==> config.mk <==
export PLATFORM = sky130hd
export DESIGN_NAME = bertc_core
export DESIGN_NICKNAME = d
export VERILOG_FILES = /design/src/rtl/bertc_core.v
export VERILOG_INCLUDE_DIRS = /design/src /design/src/rtl
export SDC_FILE = /design/constraint.sdc
export NUM_CORES = 1
export LEC_CHECK = 0
export ABC_AREA = 1
export BUFFER_PORTS_ARGS = -buffer_cell sky130_fd_sc_hd__buf_2
export CORE_ASPECT_RATIO = 0.7
export CORE_MARGIN = 10
export CORE_UTILIZATION = 45
export CTS_CLUSTER_DIAMETER = 50
export DETAILED_ROUTE_END_ITERATION = 10
export PLACE_DENSITY_LB_ADDON = 0.12
export SKIP_LAST_GASP = 1
export SLEW_MARGIN = 30
export SYNTH_ARGS = -nofsm -noshare
export SYNTH_HDL_FRONTEND = slang
export SYNTH_SLANG_ARGS = --single-unit
==> constraint.sdc <==
create_clock -name CLK_SYS -period 2.7 [get_ports CLK_SYS]
set_input_delay 0.27 -clock CLK_SYS [delete_from_list [all_inputs] [get_ports CLK_SYS]]
set_output_delay 0.27 -clock CLK_SYS [all_outputs]
set_load 0.005 [all_outputs]
==> src/rtl/bertc_consts.vh <==
// Register offsets, field positions and reset values of the bit-error-rate tester
`ifndef BERTC_CONSTS_VH
`define BERTC_CONSTS_VH

`define BERTC_ADR_STATUS     8'h26
`define BERTC_ADR_ALT_COUNT  8'hdb
`define BERTC_ADR_CTRL_ONE   8'he0
`define BERTC_ADR_PAT0       8'hdc
`define BERTC_ADR_PAT1       8'hdd
`define BERTC_ADR_PAT2       8'hde
`define BERTC_ADR_PAT3       8'hdf
`define BERTC_ADR_BITC0      8'he3
`define BERTC_ADR_BITC1      8'he4
`define BERTC_ADR_BITC2      8'he5
`define BERTC_ADR_BITC3      8'he6
`define BERTC_ADR_ERRC0      8'he7
`define BERTC_ADR_ERRC1      8'he8
`define BERTC_ADR_ERRC2      8'he9
`define BERTC_ADR_IFC        8'hea

`define BERTC_IFC_ENABLE     0
`define BERTC_IFC_DIRECTION  1
`define BERTC_IFC_TX_UNFR    3
`define BERTC_IFC_TX_ALIGN   4
`define BERTC_IFC_RX_UNFR    6

`define BERTC_C1_LATCH       0
`define BERTC_C1_MODE_LO     2
`define BERTC_C1_MODE_HI     3

`define BERTC_ST_SYNC        0
`define BERTC_ST_ERR_OVF     4
`define BERTC_ST_BIT_OVF     5

`define BERTC_MODE_REPEAT    2'h0
`define BERTC_MODE_PRBS      2'h1
`define BERTC_MODE_ALT       2'h2

`define BERTC_SYNC_MATCHES   6'h20
`define BERTC_RESET_BYTE     8'h00

`endif

==> src/rtl/bertc_core.v <==
// Bit-error-rate tester core: pattern generator, checker, counters and byte registers
// Notes on behaviour
// - 32-bit pattern in four bytes, low byte first
// - Pattern bit 0 sent and compared first
// - Alternating words: low half first, high second
// - Bit counter counts every bit once synchronized
// - Bit counter saturates, sets its overflow flag
// - Latch-counters rising edge clears both counters
// - Bit counter readable as four bytes
// - Error counter counts mismatches once synchronized
// - Error counter saturates, sets its overflow flag
// - Error counter readable as three bytes
// - Interface control bit 0 enables tester
// - Direction zero uses line transmit and receive
// - Direction one uses backplane serial paths
// - Line direction loops pattern back on loopback
// - Control bit 3 lets pattern fill frame bits
// - Rising control bit 4 byte-aligns the generator
// - Control bit 6 passes frame bits to checker
// - Sync after 32 consecutive matching bits
// - Overflow flags latch, clear on read
// - Each alternating word repeats count times, a count of zero as one
`timescale 1ns/1ns
`default_nettype none
`include "bertc_consts.vh"

module bertc_core (
	input  wire       CLK_SYS,
	input  wire       SRST,
	input  wire [7:0] REG_ADDR,
	input  wire       REG_WR,
	input  wire       REG_RD,
	input  wire [7:0] REG_WDATA,
	output reg  [7:0] REG_RDATA,
	input  wire       LOOPBACK_EN,
	input  wire       TX_FBIT_SLOT,
	input  wire       TX_BYTE_START,
	output wire       LINE_TX_DATA,
	output wire       LINE_TX_VALID,
	input  wire       LINE_TX_READY,
	output wire       BACKPLANE_RX_SERIAL_OUT,
	output wire       BACKPLANE_RX_VALID,
	input  wire       BACKPLANE_RX_READY,
	input  wire       LINE_RX_DATA,
	input  wire       LINE_RX_STROBE,
	input  wire       BACKPLANE_TX_SERIAL_IN,
	input  wire       BACKPLANE_TX_STROBE,
	input  wire       RX_FBIT_SLOT,
	output wire       CHECKER_IN_SYNC
);

	// Registers
	reg  [31:0] pattern_q;
	reg  [7:0]  alt_count_q;
	reg  [7:0]  ctrl_one_q;
	reg  [7:0]  ifc_q;
	reg  [31:0] bit_count_q;
	reg  [23:0] err_count_q;
	reg         bit_ovf_q;
	reg         err_ovf_q;
	reg         latch_prev_q;
	reg         align_prev_q;
	reg         enable_prev_q;

	wire [1:0] mode          = ctrl_one_q[`BERTC_C1_MODE_HI:`BERTC_C1_MODE_LO];
	wire       tester_enable = ifc_q[`BERTC_IFC_ENABLE];
	wire       tester_dir    = ifc_q[`BERTC_IFC_DIRECTION];
	wire       tx_unframed   = ifc_q[`BERTC_IFC_TX_UNFR];
	wire       rx_unframed   = ifc_q[`BERTC_IFC_RX_UNFR];

	// Pattern bit for a position; alternating words use 16 bits each
	function patbit;
		input [31:0] pat;
		input [1:0]  md;
		input [4:0]  idx;
		input        word;
		begin
			if (md == `BERTC_MODE_ALT) begin
				patbit = pat[{word, idx[3:0]}];
			end else begin
				patbit = pat[idx];
			end
		end
	endfunction

	// Advances position, repeat count and word select by one bit
	function [13:0] next_pos;
		input [1:0] md;
		input [4:0] idx;
		input [7:0] rep;
		input       word;
		input [7:0] limit;
		reg   [7:0] lim;
		begin
			lim = (limit == 8'h00) ? 8'h01 : limit;
			next_pos = {word, rep, idx + 5'h01};
			if (md == `BERTC_MODE_ALT && idx[3:0] == 4'hf) begin
				if (rep + 8'h01 >= lim) begin
					next_pos = {~word, 8'h00, 5'h00};
				end else begin
					next_pos = {word, rep + 8'h01, 5'h00};
				end
			end
		end
	endfunction

	// Register writes and edge-triggered controls
	wire latch_rise = ctrl_one_q[`BERTC_C1_LATCH] & ~latch_prev_q;
	wire align_rise = ifc_q[`BERTC_IFC_TX_ALIGN] & ~align_prev_q;
	wire enable_rise = tester_enable & ~enable_prev_q;

	always @(posedge CLK_SYS) begin
		if (SRST) begin
			pattern_q     <= 32'h00000000;
			alt_count_q   <= `BERTC_RESET_BYTE;
			ctrl_one_q    <= `BERTC_RESET_BYTE;
			ifc_q         <= `BERTC_RESET_BYTE;
			latch_prev_q  <= 1'b0;
			align_prev_q  <= 1'b0;
			enable_prev_q <= 1'b0;
		end else begin
			latch_prev_q  <= ctrl_one_q[`BERTC_C1_LATCH];
			align_prev_q  <= ifc_q[`BERTC_IFC_TX_ALIGN];
			enable_prev_q <= tester_enable;
			if (REG_WR) begin
				case (REG_ADDR)
				`BERTC_ADR_PAT0: pattern_q[7:0]   <= REG_WDATA;
				`BERTC_ADR_PAT1: pattern_q[15:8]  <= REG_WDATA;
				`BERTC_ADR_PAT2: pattern_q[23:16] <= REG_WDATA;
				`BERTC_ADR_PAT3: pattern_q[31:24] <= REG_WDATA;
				`BERTC_ADR_ALT_COUNT: alt_count_q <= REG_WDATA;
				`BERTC_ADR_CTRL_ONE: ctrl_one_q   <= REG_WDATA;
				`BERTC_ADR_IFC: ifc_q             <= REG_WDATA;
				default: ;
				endcase
			end
		end
	end

	// Generator with byte alignment
	reg  [4:0] tidx_q;
	reg  [7:0] trep_q;
	reg        tword_q;
	reg  [8:0] tlfsr_q;
	reg        align_pend_q;
	reg  [1:0] buf_cnt_q;
	reg        buf0_q;
	reg        buf1_q;

	wire gen_bit   = (mode == `BERTC_MODE_PRBS) ? tlfsr_q[8] :
	                 patbit(pattern_q, mode, tidx_q, tword_q);
	// The restart edge pushes nothing, so pattern bit 0 leads the stream
	wire gen_valid = tester_enable & ~align_pend_q & ~enable_rise;
	wire buf_ready = (buf_cnt_q != 2'h2);
	wire push      = gen_valid & buf_ready;
	wire out_valid = tester_enable & (buf_cnt_q != 2'h0) &
	                 (tx_unframed | ~TX_FBIT_SLOT);
	wire sink_ready = tester_dir ? BACKPLANE_RX_READY : LINE_TX_READY;
	wire pop       = out_valid & sink_ready;
	wire restart   = enable_rise | (align_pend_q & TX_BYTE_START);
	wire [13:0] tnext = next_pos(mode, tidx_q, trep_q, tword_q, alt_count_q);

	always @(posedge CLK_SYS) begin
		if (SRST) begin
			tidx_q       <= 5'h00;
			trep_q       <= 8'h00;
			tword_q      <= 1'b0;
			tlfsr_q      <= 9'h000;
			align_pend_q <= 1'b0;
		end else begin
			if (align_rise) begin
				align_pend_q <= 1'b1;
			end else if (TX_BYTE_START) begin
				align_pend_q <= 1'b0;
			end
			if (restart | align_rise) begin
				tidx_q  <= 5'h00;
				trep_q  <= 8'h00;
				tword_q <= 1'b0;
				tlfsr_q <= pattern_q[8:0];
			end else if (push) begin
				{tword_q, trep_q, tidx_q} <= tnext;
				tlfsr_q <= {tlfsr_q[7:0], tlfsr_q[8] ^ tlfsr_q[4]};
			end
		end
	end

	// Two-entry buffer between generator and the selected sink
	// Flushed while disabled or on an align request
	always @(posedge CLK_SYS) begin
		if (SRST) begin
			buf_cnt_q <= 2'h0;
			buf0_q    <= 1'b0;
			buf1_q    <= 1'b0;
		end else if (~tester_enable | align_rise) begin
			buf_cnt_q <= 2'h0;
		end else begin
			case ({push, pop})
			2'b10: begin
				if (buf_cnt_q == 2'h0) begin
					buf0_q <= gen_bit;
				end else begin
					buf1_q <= gen_bit;
				end
				buf_cnt_q <= buf_cnt_q + 2'h1;
			end
			2'b01: begin
				buf0_q    <= buf1_q;
				buf_cnt_q <= buf_cnt_q - 2'h1;
			end
			2'b11: begin
				if (buf_cnt_q == 2'h1) begin
					buf0_q <= gen_bit;
				end else begin
					buf0_q <= buf1_q;
					buf1_q <= gen_bit;
				end
			end
			default: ;
			endcase
		end
	end

	assign LINE_TX_DATA            = buf0_q;
	assign LINE_TX_VALID           = out_valid & ~tester_dir;
	assign BACKPLANE_RX_SERIAL_OUT = buf0_q;
	assign BACKPLANE_RX_VALID      = out_valid & tester_dir;

	// Receive source selection
	reg  rx_bit;
	reg  rx_stb;
	always @* begin
		if (tester_dir) begin
			rx_bit = BACKPLANE_TX_SERIAL_IN;
			rx_stb = BACKPLANE_TX_STROBE;
		end else if (LOOPBACK_EN) begin
			rx_bit = buf0_q;
			rx_stb = pop;
		end else begin
			rx_bit = LINE_RX_DATA;
			rx_stb = LINE_RX_STROBE;
		end
	end

	wire rx_take = tester_enable & rx_stb & (rx_unframed | ~RX_FBIT_SLOT);

	// Checker
	reg  [4:0] ridx_q;
	reg  [7:0] rrep_q;
	reg        rword_q;
	reg  [8:0] rlfsr_q;
	reg  [5:0] match_q;
	reg        sync_q;

	wire exp_bit = (mode == `BERTC_MODE_PRBS) ? (rlfsr_q[8] ^ rlfsr_q[4]) :
	               patbit(pattern_q, mode, ridx_q, rword_q);
	wire bit_ok  = (rx_bit == exp_bit);
	wire [13:0] rnext = next_pos(mode, ridx_q, rrep_q, rword_q, alt_count_q);

	always @(posedge CLK_SYS) begin
		if (SRST | ~tester_enable) begin
			ridx_q  <= 5'h00;
			rrep_q  <= 8'h00;
			rword_q <= 1'b0;
			rlfsr_q <= 9'h000;
			match_q <= 6'h00;
			sync_q  <= 1'b0;
		end else if (rx_take) begin
			if (mode == `BERTC_MODE_PRBS) begin
				rlfsr_q <= {rlfsr_q[7:0], sync_q ? exp_bit : rx_bit};
			end
			if (sync_q | bit_ok | (mode == `BERTC_MODE_PRBS)) begin
				{rword_q, rrep_q, ridx_q} <= rnext;
			end
			if (~sync_q) begin
				if (~bit_ok) begin
					match_q <= 6'h00;
				end else if (match_q + 6'h01 == `BERTC_SYNC_MATCHES) begin
					sync_q <= 1'b1;
				end else begin
					match_q <= match_q + 6'h01;
				end
			end
		end
	end

	assign CHECKER_IN_SYNC = sync_q;

	// Counters and overflow flags
	wire status_read = REG_RD & (REG_ADDR == `BERTC_ADR_STATUS);
	wire bit_inc = rx_take & sync_q & (bit_count_q != 32'hffffffff);
	wire err_inc = rx_take & sync_q & ~bit_ok & (err_count_q != 24'hffffff);
	wire bit_hit = bit_inc & (bit_count_q == 32'hfffffffe);
	wire err_hit = err_inc & (err_count_q == 24'hfffffe);

	always @(posedge CLK_SYS) begin
		if (SRST) begin
			bit_count_q <= 32'h00000000;
			err_count_q <= 24'h000000;
			bit_ovf_q   <= 1'b0;
			err_ovf_q   <= 1'b0;
		end else begin
			if (latch_rise) begin
				bit_count_q <= 32'h00000000;
				err_count_q <= 24'h000000;
			end else begin
				if (bit_inc) begin
					bit_count_q <= bit_count_q + 32'h00000001;
				end
				if (err_inc) begin
					err_count_q <= err_count_q + 24'h000001;
				end
			end
			if (bit_hit) begin
				bit_ovf_q <= 1'b1;
			end else if (status_read) begin
				bit_ovf_q <= 1'b0;
			end
			if (err_hit) begin
				err_ovf_q <= 1'b1;
			end else if (status_read) begin
				err_ovf_q <= 1'b0;
			end
		end
	end

	// Read data, registered on the read strobe
	reg [7:0] rd_mux;
	always @* begin
		rd_mux = 8'h00;
		case (REG_ADDR)
		`BERTC_ADR_STATUS: begin
			rd_mux[`BERTC_ST_SYNC]    = sync_q;
			rd_mux[`BERTC_ST_ERR_OVF] = err_ovf_q;
			rd_mux[`BERTC_ST_BIT_OVF] = bit_ovf_q;
		end
		`BERTC_ADR_ALT_COUNT: rd_mux = alt_count_q;
		`BERTC_ADR_CTRL_ONE: rd_mux  = ctrl_one_q;
		`BERTC_ADR_PAT0: rd_mux      = pattern_q[7:0];
		`BERTC_ADR_PAT1: rd_mux      = pattern_q[15:8];
		`BERTC_ADR_PAT2: rd_mux      = pattern_q[23:16];
		`BERTC_ADR_PAT3: rd_mux      = pattern_q[31:24];
		`BERTC_ADR_BITC0: rd_mux     = bit_count_q[7:0];
		`BERTC_ADR_BITC1: rd_mux     = bit_count_q[15:8];
		`BERTC_ADR_BITC2: rd_mux     = bit_count_q[23:16];
		`BERTC_ADR_BITC3: rd_mux     = bit_count_q[31:24];
		`BERTC_ADR_ERRC0: rd_mux     = err_count_q[7:0];
		`BERTC_ADR_ERRC1: rd_mux     = err_count_q[15:8];
		`BERTC_ADR_ERRC2: rd_mux     = err_count_q[23:16];
		`BERTC_ADR_IFC: rd_mux       = ifc_q;
		default: rd_mux = 8'h00;
		endcase
	end

	always @(posedge CLK_SYS) begin
		if (SRST) begin
			REG_RDATA <= 8'h00;
		end else if (REG_RD) begin
			REG_RDATA <= rd_mux;
		end
	end

endmodule // bertc_core

`default_nettype wire

==> impl_results.md <==
* Crit path kind: flop to flop
* Asr flop ratio synth at 0
* Worst Tran Pin Value at 0.659 ns
* Clock transition at path regs at around 0.07 ns
* Crit share post-route at 0.902
* GRT Overall Usage at 0.223
* ANT nets after route at 0
* Arr. time, crit path at around 2.8 ns
* Syn nets at ~1,600
* IR drop worst, VDD at roughly 0.45 mV
* Drt first pass iters at 6
* Syn_area_per_cell at 6.80 um^2
* Routed WL per cell at 17.4 um
* Drt via density at 5.53
* Ant diodes at 0
* Layout cell share with drive strength beyond 1 at 0.0875
* Gr ovfl total at 0
* Synth Register Bits at between 150 and 200
* Sequential fraction of design power at 0.471
* Clk pwr share at 0.495
* Rows at 47
* WHS at ~0.16 ns
* Die X-Extent at a little over 200 um
* CP required at between 3 and 4 ns
* Largest area contributor in the netlist: dfxtp_1
* Global-route wire length before repair at roughly 54,000 um
* I/O Pins at 43
* Initial antenna violation count at 0
* Area delta synth->final at 11.9%
* Hold Fails Final Rpt at 0
* Filler Cells Inserted at 2,390
* Met2 WL post-DR at between 10,000 and 15,000 um
* Share of total power in combinational logic at 0.034
* Clk Latency, worst-skew pair at between 0.4 and 0.5 ns
* DRC viols at 0
* Overall Power at around 0.0057 W
* M1 WL at about 18,000 um
* Non-filler cells, final at roughly 1,900
* Root Driver: clkbuf_16
* Top sig layer: met4
* Via count at 10,700
* Htree depth at 4
* Clock skew at approximately 0.015 ns
* P_sw at around 0.0013 W
* Register Area at between 3000 and 4000 um^2
* PD cells at roughly 480 nW/um^2
* Num CTS Buffers at 17
* Fraction of the yosys area taken by sequential cells at 0.342
* CP startpoint kind: flop
* P_int at about 0.0044 W
* HPWL after DPL at between 20,000 and 30,000 um
* Routability congestion estimate at approximately 0.96
* CTS Sinks at between 150 and 200
* Initial Util at 0.455
* Post-synth top flop: dfxtp_1
* Min Tclk post-route at 2.44 ns
* Area contributors post-synth: dfxtp_1 (34%), nand2_1 (11%), a21oi_1 (7.9%), inv_1 (6.7%), nor2_1 (5.4%)
* Run status: finished clean
* Area share of the largest cell type after synthesis at 0.342
* Hold/Removal Path Class: primary input to flop
* Clock buffer depth at 2
* Leak at between 4 and 5 nW
* Multi-input gate area at 6050 um^2
* Dpl cell area at about 11,000 um^2
* Max Clock Freq at roughly 400 MHz
* Nets at 1,671
* Cell area after layout at roughly 12,000 um^2
* Distinct cell type count after synthesis at 46
* Iteration-0 DRC Markers at roughly 1,200
* Die area at 30,500 um^2
* Setup violations, final at 0
* Cell Area, Synth at approximately 11,000 um^2
* Largest fanout on the critical path at 8
* Max Slew Vio Count at 0
* IO Port Bufs at 42
* DIE HEIGHT at around 150 um
* Core area at between 20,000 and 25,000 um^2
* Setup crit end kind: flop
* Switching Share at 0.227
* Cts hold-fix bufs at 0
* Met3 wire length at 2950 um
* CTS tree: yes
* Slew margin rel. at 0.556
* Max_cap viols at 0
* DRT Wirelength at 33,800 um
* Post-synth EDFFs at 0
* Largest net degree at the start of global routing at 45
* Cell count after placement at roughly 1,900
* Util after Layout at 0.509
* Post-Syn Instances at 1,575
* Warnings from Yosys at 0
* Number of global-route vias before repair at a little under 10,000
-- power by group through the flow --
stage / sequential, W / clock (W) / combinational [W]
final: 0.00270 / 0.00284 / 0.000196
after global routing: 0.00270 / 0.00297 / 0.000213
after CTS: 0.00270 / 0.00289 / 0.000187
after detailed placement: 0.00276 / 0 / 0.000186
after global placement: 0.00276 / 0 / 0.000185
after floorplan: 0.00276 / 0 / 0.000101
-- cells by family after synthesis --
| group | after synthesis | synth area share |
|---|---|---|
| and+or+nand+nor | 675 | 0.281 |
| AOI/OAI and AO/OA | 361 | 0.189 |
| xor gates and xnor gates | 68 | 0.0556 |
| DFF | 183 | 0.342 |
| adders and majority gates | 31 | 0.0362 |
| buffers and inverters | 257 | 0.0960 |
-- placed cells by master, fill, tap and decap left out, types with 30 or more instances in the layout --
master   count
a21oi_1    169
buf_2       42
buf_4       30
dfxtp_1    182
ha_1        31
inv_1      190
nand2_1    303
nand3_1     90
nand4_1     49
nor2_1     154
nor3_1      34
o21ai_0     91
o22ai_1     40
xor2_1      58
-- final timing paths --
| check | startpoint | endpoint | slack [ns] | depth (start not counted) |
|---|---|---|---|---|
| max reg2reg | buf_cnt_q[0] | trep_q[4] | 0.26 | 8 |
| min | TX_BYTE_START | align_pend_q | 0.16 | 3 |
| max | buf_cnt_q[0] | trep_q[4] | 0.26 | 8 |
| min reg2reg | ifc_q[5] | ifc_q[5] | 0.46 | 2 |
-- stage by stage --
stage | TNS [ns] | setup slack, ns
5_1_grt | -0.0154 | -0.0154
3_5_place_dp | 0 | 0.125
4_1_cts | 0 | 0.103
6_report | 0 | 0.264
2_1_floorplan | 0 | 0.504
3_3_place_gp | 0 | 0.186
-- metal layers --
| layer | track usage | vias up |
|---|---|---|
| li1 | - | 5355 |
| met1 | 0.349 | 4960 |
| met2 | 0.296 | 386 |
| met3 | 0.0516 | 24 |
| met4 | 0.0410 | 0 |
| met5 | 0 | - |
-- registers in the layout, summed over array words and instances, names as in the netlist, 2 cells and up --
name         flops
REG_RDATA        8
alt_count_q      8
bit_count_q     32
buf_cnt_q        2
ctrl_one_q       8
err_count_q     24
ifc_q            8
match_q          6
pattern_q       32
ridx_q           5
rlfsr_q          9
rrep_q           8
tidx_q           5
tlfsr_q          9
trep_q           8
-- cells in the mapped netlist (3+ instances only) --
| cell | number |
|---|---|
| nand2_1 | 303 |
| inv_1 | 190 |
| dfxtp_1 | 183 |
| a21oi_1 | 169 |
| nor2_1 | 155 |
| nand3_1 | 91 |
| o21ai_0 | 91 |
| xor2_1 | 58 |
| nand4_1 | 49 |
| o22ai_1 | 40 |
| clkbuf_1 | 35 |
| nor3_1 | 35 |
| ha_1 | 31 |
| a211oi_1 | 20 |
| a221oi_1 | 20 |
| buf_2 | 12 |
| nor4_1 | 12 |
| xnor2_1 | 10 |
| inv_2 | 8 |
| nand2_2 | 6 |
| buf_4 | 5 |
| nand3_2 | 5 |
| nor3b_1 | 5 |
| buf_6 | 4 |
| o211ai_1 | 4 |
| o21ai_1 | 4 |
| nor3_2 | 3 |
| o21a_1 | 3 |
| o31ai_1 | 3 |
-- cell type report --
cell class	count	area share
clock buffer	18	0.0366
inverter	200	0.0626
clock inverter	14	0.0184
timing repair buffer	73	0.0386
multi-input combinational	1135	0.505
sequential	183	0.306
tap	318	0.0332
-- worst max-delay path, cell delays in order (launching register included) --
cell and delay [ns]:
dfxtp_1 0.37, inv_1 0.08, ha_1 0.23, nor4_4 0.53
nand2_1 0.20, nor2_1 0.34, inv_1 0.13, nand2_1 0.31
o22ai_1 0.13
-- what timing repair did --
item                       CTS  global route
gates resized for setup      0             4
setup buffers                0             1
setup endpoints to repair    0            18
(Power assumes the default switching activity.)
